## config.mk

```make
export PLATFORM = sky130hd
export DESIGN_NAME = dofcs_ctrl
export DESIGN_NICKNAME = d
export VERILOG_FILES = /design/src/verilog/dofcs_pkg.sv /design/src/verilog/dofcs_tick_if.sv /design/src/verilog/dofcs_sync2.sv /design/src/verilog/dofcs_tick_div.sv /design/src/verilog/dofcs_ctrl.sv
export SDC_FILE = /design/constraint.sdc
export NUM_CORES = 1
export LEC_CHECK = 0
export ABC_AREA = 1
export CAP_MARGIN = 20
export CORE_MARGIN = 2
export CORE_UTILIZATION = 50
export DETAILED_ROUTE_END_ITERATION = 7
export DONT_BUFFER_PORTS = 1
export GPL_ROUTABILITY_DRIVEN = 0
export HOLD_SLACK_MARGIN = 0.12
export PLACE_DENSITY = 0.73
export SLEW_MARGIN = 25
export SYNTH_ARGS = -nofsm -noshare
export SYNTH_HDL_FRONTEND = slang
export SYNTH_SLANG_ARGS = --single-unit
export TNS_END_PERCENT = 30
```

## constraint.sdc

```tcl
create_clock -name clk_in -period 5.8 [get_ports clk_in]
set_input_delay 1.16 -clock clk_in [delete_from_list [all_inputs] [get_ports clk_in]]
set_output_delay 1.16 -clock clk_in [all_outputs]
set_load 0.02 [all_outputs]
```

## src/verilog/dofcs_pkg.sv

```systemverilog
// Purpose: Shared constants for the output, fault, clear and ramp controller
// Assumes: 10 MHz system clock, 16-bit output code
// Notes: Register offsets are byte addresses on a 32-bit Avalon-MM slave
package dofcs_pkg;

  localparam int CODE_W = 16;
  localparam int CLK_PERIOD_NS = 100;
  localparam int CLK_HZ = 1000000000 / CLK_PERIOD_NS;

  // Register byte offsets
  localparam logic [4:0] OFS_CTRL = 5'h00;
  localparam logic [4:0] OFS_DATA = 5'h04;
  localparam logic [4:0] OFS_STATUS = 5'h08;
  localparam logic [4:0] OFS_OUTPUT = 5'h0C;
  localparam logic [4:0] OFS_RESET = 5'h10;

  // Control register fields
  localparam int CTRL_CLR_LEVEL = 15;
  localparam int CTRL_RANGE_EXT = 14;
  localparam int CTRL_EXT_RES = 13;
  localparam int CTRL_OUT_EN = 12;
  localparam int CTRL_RATE_HI = 11;
  localparam int CTRL_RATE_LO = 8;
  localparam int CTRL_INC_HI = 7;
  localparam int CTRL_INC_LO = 5;
  localparam int CTRL_RAMP_EN = 4;
  localparam int CTRL_CHAIN = 3;
  localparam int CTRL_RANGE_HI = 2;
  localparam int CTRL_RANGE_LO = 0;
  localparam int CTRL_CURRENT_BIT = 2;
  localparam int CTRL_BIPOLAR_BIT = 1;

  // Status register fields
  localparam int STAT_LOOP_FAULT = 6;
  localparam int STAT_RAMPING = 5;
  localparam int STAT_OVER_TEMP = 4;

  localparam int RESET_BIT = 0;

  localparam logic [CODE_W-1:0] CODE_ZERO = 16'h0000;
  localparam logic [CODE_W-1:0] CODE_MID = 16'h8000;
  localparam logic [15:0] CTRL_RST = 16'h0000;

  // Ramp update frequency in Hz for each rate code
  localparam int RATE_HZ [16] = '{100000, 500000, 333333, 250000, 200000, 100000,
                                  50000, 33333, 25000, 20000, 12500, 10000,
                                  8333, 6666, 5000, 3921};
  localparam int DIV_W = 12;

endpackage

```

## src/verilog/dofcs_tick_if.sv

```systemverilog
// Purpose: Carries the ramp tick request and answer between modules
// Assumes: One clock domain
// Notes: Controller drives rate and restart, divider returns tick
`timescale 1ns/1ps
`default_nettype none
interface dofcs_tick_if;
  logic [3:0] rate_code;
  logic restart;
  logic tick;
  modport ctrl (output rate_code, output restart, input tick);
  modport divider (input rate_code, input restart, output tick);
endinterface
`default_nettype wire

```

## src/verilog/dofcs_sync2.sv

```systemverilog
// Purpose: Two-flop synchroniser for pin levels
// Assumes: Inputs are static levels from outside the clock domain
// Notes: First stage is read only by the second stage
`timescale 1ns/1ps
`default_nettype none
module dofcs_sync2 #(
  parameter int W = 1
) (
  input wire logic clk_in,
  input wire logic reset_n_in,
  input wire logic [W-1:0] d_in,
  output logic [W-1:0] q_out
);
  typedef struct packed {
    logic [W-1:0] meta;
    logic [W-1:0] sync;
  } dofcs_sync_t;

  dofcs_sync_t s_reg, s_next;

  always_comb begin
    s_next = s_reg;
    s_next.meta = d_in;
    s_next.sync = s_reg.meta;
  end

  always_ff @(posedge clk_in or negedge reset_n_in) begin
    if (!reset_n_in) begin
      s_reg <= '0;
    end else begin
      s_reg <= s_next;
    end
  end

  assign q_out = s_reg.sync;
endmodule
`default_nettype wire

```

## src/verilog/dofcs_tick_div.sv

```systemverilog
// Purpose: Divides the system clock into ramp update ticks
// Assumes: Divisors fit DIV_W bits at the package clock rate
// Notes: Restart reloads the count so the first tick is a full period away
`timescale 1ns/1ps
`default_nettype none
module dofcs_tick_div
  import dofcs_pkg::*;
(
  input wire logic clk_in,
  input wire logic reset_n_in,
  dofcs_tick_if.divider tk
);
  typedef struct packed {
    logic [DIV_W-1:0] count;
    logic tick;
  } dofcs_div_t;

  dofcs_div_t s_reg, s_next;
  logic [DIV_W-1:0] div_tab [16];

  for (genvar g = 0; g < 16; g++) begin : g_div
    if (CLK_HZ / RATE_HZ[g] >= (1 << DIV_W) || CLK_HZ / RATE_HZ[g] < 1) begin : g_bad
      $error("ramp divisor does not fit the counter");
    end
    assign div_tab[g] = DIV_W'(CLK_HZ / RATE_HZ[g]);
  end

  always_comb begin
    s_next = s_reg;
    s_next.tick = 1'b0;
    if (tk.restart) begin
      s_next.count = '0;
    end else if (s_reg.count >= div_tab[tk.rate_code] - DIV_W'(1)) begin
      s_next.count = '0;
      s_next.tick = 1'b1;
    end else begin
      s_next.count = s_reg.count + DIV_W'(1);
    end
  end

  always_ff @(posedge clk_in or negedge reset_n_in) begin
    if (!reset_n_in) begin
      s_reg <= '0;
    end else begin
      s_reg <= s_next;
    end
  end

  assign tk.tick = s_reg.tick;
endmodule
`default_nettype wire

```

## src/verilog/dofcs_ctrl.sv

```systemverilog
// Purpose: Output control: fault alert, clear, range options and ramp engine
// Assumes: Avalon-MM slave with waitrequest, 10 MHz clock, pins synchronised
// Notes: Zero code everywhere after reset, output code held until rewritten
`timescale 1ns/1ps
`default_nettype none
module dofcs_ctrl
  import dofcs_pkg::*;
(
  input wire logic clk_in,
  input wire logic reset_n_in,
  input wire logic [4:0] avs_address_in,
  input wire logic avs_read_in,
  input wire logic avs_write_in,
  input wire logic [31:0] avs_writedata_in,
  input wire logic [3:0] avs_byteenable_in,
  output logic [31:0] avs_readdata_out,
  output logic avs_waitrequest_out,
  input wire logic clear_in,
  input wire logic clear_level_pin_in,
  input wire logic loop_compliance_in,
  input wire logic over_temp_in,
  output logic fault_alert_out,
  output logic fault_alert_oe_n_out,
  output logic [CODE_W-1:0] dac_code_out,
  output logic output_drive_enable_out,
  output logic external_resistor_select_out,
  output logic range_extend_out,
  output logic chain_mode_enable_out,
  output logic [2:0] range_select_field_out,
  output logic ramp_active_out
);
  typedef struct packed {
    logic [15:0] ctrl;
    logic [CODE_W-1:0] target;
    logic [CODE_W-1:0] out_code;
    logic ramping;
    logic restart;
    logic clear_prev;
    logic ack;
    logic [31:0] rdata;
    logic fault_oe_n;
    logic loop_flag;
    logic temp_flag;
  } dofcs_state_t;

  localparam dofcs_state_t STATE_RST = '{
    ctrl: CTRL_RST, target: CODE_ZERO, out_code: CODE_ZERO, ramping: 1'b0,
    restart: 1'b0, clear_prev: 1'b0, ack: 1'b0, rdata: 32'h0000_0000,
    fault_oe_n: 1'b1, loop_flag: 1'b0, temp_flag: 1'b0};

  dofcs_state_t s_reg, s_next;
  logic [3:0] pins_raw, pins_s;
  logic clear_s, clr_pin_s, loop_s, temp_s;

  dofcs_tick_if tk ();

  assign pins_raw = {clear_in, clear_level_pin_in, loop_compliance_in, over_temp_in};
  assign {clear_s, clr_pin_s, loop_s, temp_s} = pins_s;

  dofcs_sync2 #(.W(4)) u_sync (
    .clk_in(clk_in),
    .reset_n_in(reset_n_in),
    .d_in(pins_raw),
    .q_out(pins_s)
  );

  dofcs_tick_div u_div (
    .clk_in(clk_in),
    .reset_n_in(reset_n_in),
    .tk(tk)
  );

  assign tk.rate_code = s_reg.ctrl[CTRL_RATE_HI:CTRL_RATE_LO];
  assign tk.restart = s_reg.restart;

  // Write merge with byte enables on the low 16 bits
  function automatic logic [15:0] merge16(logic [15:0] old_v, logic [31:0] wd,
                                          logic [3:0] be);
    logic [15:0] r;
    r = old_v;
    if (be[0]) begin
      r[7:0] = wd[7:0];
    end
    if (be[1]) begin
      r[15:8] = wd[15:8];
    end
    return r;
  endfunction

  // Clear code from range and effective level
  function automatic logic [CODE_W-1:0] clear_code(logic [15:0] c, logic pin_lvl);
    logic lvl;
    lvl = pin_lvl | c[CTRL_CLR_LEVEL];
    if (c[CTRL_CURRENT_BIT]) begin
      return CODE_ZERO;
    end else if (c[CTRL_BIPOLAR_BIT]) begin
      return lvl ? CODE_ZERO : CODE_MID;
    end else begin
      return lvl ? CODE_MID : CODE_ZERO;
    end
  endfunction

  logic req;
  logic [CODE_W-1:0] step;
  logic [CODE_W-1:0] gap;
  logic [CODE_W-1:0] tgt;
  logic [CODE_W-1:0] outv;
  logic ramp_en;

  assign req = avs_read_in | avs_write_in;

  always_comb begin
    s_next = s_reg;
    tgt = s_reg.target;
    outv = s_reg.out_code;
    gap = '0;
    step = CODE_W'(1) << s_reg.ctrl[CTRL_INC_HI:CTRL_INC_LO];
    s_next.ack = 1'b0;
    s_next.clear_prev = clear_s;

    // Fault flags and alert pin
    s_next.loop_flag = loop_s;
    s_next.temp_flag = temp_s;
    s_next.fault_oe_n = ~(loop_s | temp_s);

    // Bus access: one wait cycle; writes land on the edge that ends the cycle after the wait
    if (req && !s_reg.ack) begin
      s_next.ack = 1'b1;
      s_next.rdata = '0;
      if (avs_read_in) begin
        if (avs_address_in == OFS_CTRL) begin
          s_next.rdata[15:0] = s_reg.ctrl;
        end else if (avs_address_in == OFS_DATA) begin
          s_next.rdata[CODE_W-1:0] = s_reg.target;
        end else if (avs_address_in == OFS_STATUS) begin
          s_next.rdata[STAT_LOOP_FAULT] = s_reg.loop_flag;
          s_next.rdata[STAT_RAMPING] = s_reg.ramping;
          s_next.rdata[STAT_OVER_TEMP] = s_reg.temp_flag;
        end else if (avs_address_in == OFS_OUTPUT) begin
          s_next.rdata[CODE_W-1:0] = s_reg.out_code;
        end else begin
          s_next.rdata = '0;
        end
      end
    end else if (avs_write_in && s_reg.ack) begin
      if (avs_address_in == OFS_CTRL) begin
        s_next.ctrl = merge16(s_reg.ctrl, avs_writedata_in, avs_byteenable_in);
        tgt = s_reg.out_code;
      end else if (avs_address_in == OFS_DATA) begin
        tgt = merge16(s_reg.target, avs_writedata_in, avs_byteenable_in);
      end else if (avs_address_in == OFS_RESET) begin
        if (avs_byteenable_in[0] && avs_writedata_in[RESET_BIT]) begin
          s_next.ctrl = CTRL_RST;
          tgt = CODE_ZERO;
          outv = CODE_ZERO;
        end
      end else begin
        s_next.ctrl = s_reg.ctrl;
      end
    end

    // Clear overrides the target while held; the value persists afterwards
    if (clear_s) begin
      tgt = clear_code(s_next.ctrl, clr_pin_s);
    end

    ramp_en = s_next.ctrl[CTRL_RAMP_EN];
    if (!ramp_en) begin
      outv = tgt;
    end else if (tk.tick && !s_reg.restart && outv != tgt) begin
      // One step per tick, clamped on the last one
      if (outv < tgt) begin
        gap = tgt - outv;
        outv = (gap <= step) ? tgt : outv + step;
      end else begin
        gap = outv - tgt;
        outv = (gap <= step) ? tgt : outv - step;
      end
    end

    s_next.restart = (tgt != s_reg.target);
    s_next.target = tgt;
    s_next.out_code = outv;
    s_next.ramping = ramp_en && (outv != tgt);
  end

  always_ff @(posedge clk_in or negedge reset_n_in) begin
    if (!reset_n_in) begin
      s_reg <= STATE_RST;
    end else begin
      s_reg <= s_next;
    end
  end

  assign avs_readdata_out = s_reg.rdata;
  assign avs_waitrequest_out = ~s_reg.ack;
  assign fault_alert_out = 1'b0 & s_reg.fault_oe_n;
  assign fault_alert_oe_n_out = s_reg.fault_oe_n;
  assign dac_code_out = s_reg.out_code;
  assign output_drive_enable_out = s_reg.ctrl[CTRL_OUT_EN];
  assign external_resistor_select_out = s_reg.ctrl[CTRL_EXT_RES];
  assign range_extend_out = s_reg.ctrl[CTRL_RANGE_EXT];
  assign chain_mode_enable_out = s_reg.ctrl[CTRL_CHAIN];
  assign range_select_field_out = s_reg.ctrl[CTRL_RANGE_HI:CTRL_RANGE_LO];
  assign ramp_active_out = s_reg.ramping;
endmodule
`default_nettype wire

```

==> results.toml <==
[run_status]
outcome = "completed"

[power_and_ir_drop]
pwr-share-seq_pct = 25.7
power_frac_comb_pct = 55.5
switching_share_pct = 48.30
ir_drop_mv = 0.1328
clkPwrFrac_pct = 18.8
total_power_mw = 3.170
internal-power_mw = 1.639
powerDensity_nw_per_um2 = 294.5
p_leak_nw = 5.536
p_switching_mw = 1.531

[synth]
synth_flop_cell = "dfrtp_1"
synth-edff-count = 0
synthTopCellsByCount = "nand2_1, inv_1, nand3_1, dfrtp_1, a21oi_1"
syn_area_um2 = 10250
synth_top_area_cell = "dfrtp_1"
syn_area_per_cell_um2 = 6.516
synth.distinct_cells = 58
synth_seq_area_share_pct = 22.23
syn_inst = 1573
yosys-top-cells-area = "dfrtp_1, nand2_1, ha_1, inv_1, nand3_1"
yosysWarnings = 0
yosysTopAreaCellShare_pct = 21.97
synth-seq-cells = 91
synthArstFlopShare_pct = 100.0
synthMostInstantiatedCell = "nand2_1"

[clock_network]
clkTransAtPathRegs_ns = 0.07
cts_tree = "built"
h-tree-depth = 3
cts_buffer_depth = 2
ctsRootBufferMaster = "clkbuf_16"
clkLatencyLatePin_ns = 0.35
postCtsHoldBufs = 0
cts_buffers = 9
clock_sink_count = 91

[timing]
finClkSkew_ns = 0.01012
period_needed_ns = 5.470
fmax_mhz = 182.8
finalMaxSlewViolations = 0
finalSetupViolCount = 0
period_share_pct = 94.30
tightest_slew_ns = 0.5867
hold_violations = 0
slew_headroom_pct = 60.88

[placed_design]
io_buffers = 0
placed_area_um2 = 10390
hpwl_mm = 23.78

[grt]
grt-ovfl-total = 0
grt_use_total_pct = 27.08
grt_pass1_wl_mm = 47.75
grt_pass1_vias = 9510
grt_max_degree = 92
antenna_found_initial = 0

[cells_and_area]
largest_register_ffs = 28
fin_nets = 1687
drive_gt1_share_pct = 10.84
diodes = 0
syn_to_final_growth_pct = 5.017
final_cell_area_um2 = 10760

[die]
start_util_pct = 50.82
die_w_um = 147.2
die_area_um2 = 21660
rows = 52
core_area_um2 = 20170
ioPinCount = 108
die_h_um = 147.2

[critical_path]
path_max_fanout = 10
critPathCaptureType = "register"
start_kind = "primary input"
r2r_slack_ns = 1.00
cpMostUsedCell = "nand2_1"
cpPeakStageDelay_ns = 0.30
slowest_stage = "ha_1"
arrival_ns = 5.71
cp.required_ns = 6.04
crit_type = "primary input to register"

[run]
max-cap-violations = 0

[routing]
vias = 10300
drt-wirelength-per-cell_um = 16.34
antenna_left = 0
drt-pass1-iter-count = 6
vias_per_cell = 5.629
drt_wl_total_mm = 29.89
drc = 0
drt_iter0_markers = 989

[worst_hold_path]
hold_class = "register to register"
path summary, 6_finish.rpt:
path	from	to	cells past startpoint
max	avs_address_in[1]	ramp_active_out	38
min	u_sync.s_next[1]	u_sync.q_out[1]	0
max reg2reg	s_reg[35]	ramp_active_out	33
min reg2reg	u_sync.s_next[1]	u_sync.q_out[1]	0
max in group asynchronous	reset_n_in	fault_alert_oe_n_out	0
min in group asynchronous	reset_n_in	u_sync.s_next[0]	0
per-layer routing:
metal | routed length (um) | part of all wire [%] | GRT usage (%) | vias to the layer above
li1 | - | - | - | 4995
met1 | 12760 | 43 | 37.11 | 4727
met2 | 13530 | 45 | 44.35 | 490
met3 | 2566 | 8.6 | 3.043 | 83
met4 | 1027 | 3.4 | 9.663 | 0
met5 | 0 | 0 | 0 | -
through the flow:
| stage | TNS [ns] | hold WS, ns | utilization, % | cells | setup slack, ns |
|---|---|---|---|---|---|
| 2_1_floorplan | 0 | 0.3312 | - | 1589 | 0.5629 |
| 3_3_place_gp | -0.05081 | 0.3327 | 51.52 | 1813 | -0.05081 |
| 3_5_place_dp | -0.1097 | 0.3450 | 51.52 | 1813 | -0.1097 |
| 4_1_cts | 0 | 0.3601 | 53.00 | 1828 | 0.2253 |
| 5_1_grt | -0.01262 | 0.3714 | 53.37 | 1829 | -0.01262 |
| 6_report | 0 | 0.3570 | 53.37 | 1829 | 0.3305 |
power by group through the flow:
stage	clock, mW	combinational, mW	sequential, mW
floorplan	0	1.44	0.758
global placement	0	1.67	0.825
detailed placement	0	1.70	0.825
CTS	0.599	1.71	0.814
global route	0.623	1.98	0.823
finish	0.595	1.76	0.816
logic make-up (layout without fill, tap and decap cells):
| group | Yosys count | in the layout | share of synthesized area [%] |
|---|---|---|---|
| buf+inv | 335 | 304 | 15.06 |
| xor+xnor | 51 | 51 | 4.358 |
| compound gates | 223 | 223 | 12.83 |
| fa+ha+maj | 83 | 83 | 10.42 |
| flops | 91 | 91 | 22.23 |
| simple gates | 789 | 790 | 35.06 |
| other cells | 1 | 17 | 0.03659 |
layout by cell type, fill, tap and decap left out, types with 3 or more instances in the layout:
| cell type | netlist | layout |
|---|---|---|
| dfrtp_1 | 90 | 90 |
| nor2_4 | 7 | 9 |
| nand2_2 | 25 | 25 |
| nor2_1 | 85 | 80 |
| o22ai_1 | 16 | 16 |
| inv_2 | 10 | 10 |
| buf_4 | 64 | 52 |
| nor4_1 | 3 | 3 |
| a31oi_1 | 4 | 4 |
| conb_1 | 1 | 17 |
| nor2_2 | 10 | 14 |
| fa_1 | 4 | 4 |
| nand3_2 | 18 | 19 |
| xor2_1 | 43 | 43 |
| o211ai_1 | 5 | 5 |
| a22oi_1 | 6 | 6 |
| xnor2_1 | 8 | 8 |
| ha_1 | 79 | 76 |
| nor3_1 | 28 | 28 |
| a21oi_1 | 89 | 88 |
| nand4_1 | 24 | 24 |
| clkbuf_16 | 0 | 9 |
| nand2_1 | 415 | 415 |
| a211oi_1 | 4 | 4 |
| nand3_1 | 162 | 160 |
| inv_1 | 222 | 222 |
| o21bai_1 | 4 | 4 |
| o21ai_0 | 65 | 65 |
| a21oi_2 | 5 | 6 |
| clkinv_1 | 3 | 3 |
| o221ai_1 | 9 | 9 |
worst max-delay path, delay by kind of cell:
family                     cells  cell delay [ns]
and+or+nand+nor               27             2.79
xor gates and xnor gates       1             0.15
AOI/OAI and AO/OA              2             0.27
adders and majority gates      2             0.55
buffers and inverters          6             0.79
cell type report:
type / instances / area, um^2
clock buffers: 9 / 225.2
clock inverters: 6 / 72.57
fillers: 1936 / 9405
inverters: 236 / 887.1
multi-input cells: 1164 / 6561
flip-flops and latches: 91 / 2278
well taps: 270 / 337.8
repair buffers: 53 / 401.6
repair_timing:
action	in CTS	in global routing
setup endpoints to repair	0	4
setup buffers	0	0
resized for setup	0	15
Note: power is estimated with default switching activity, not from simulation.
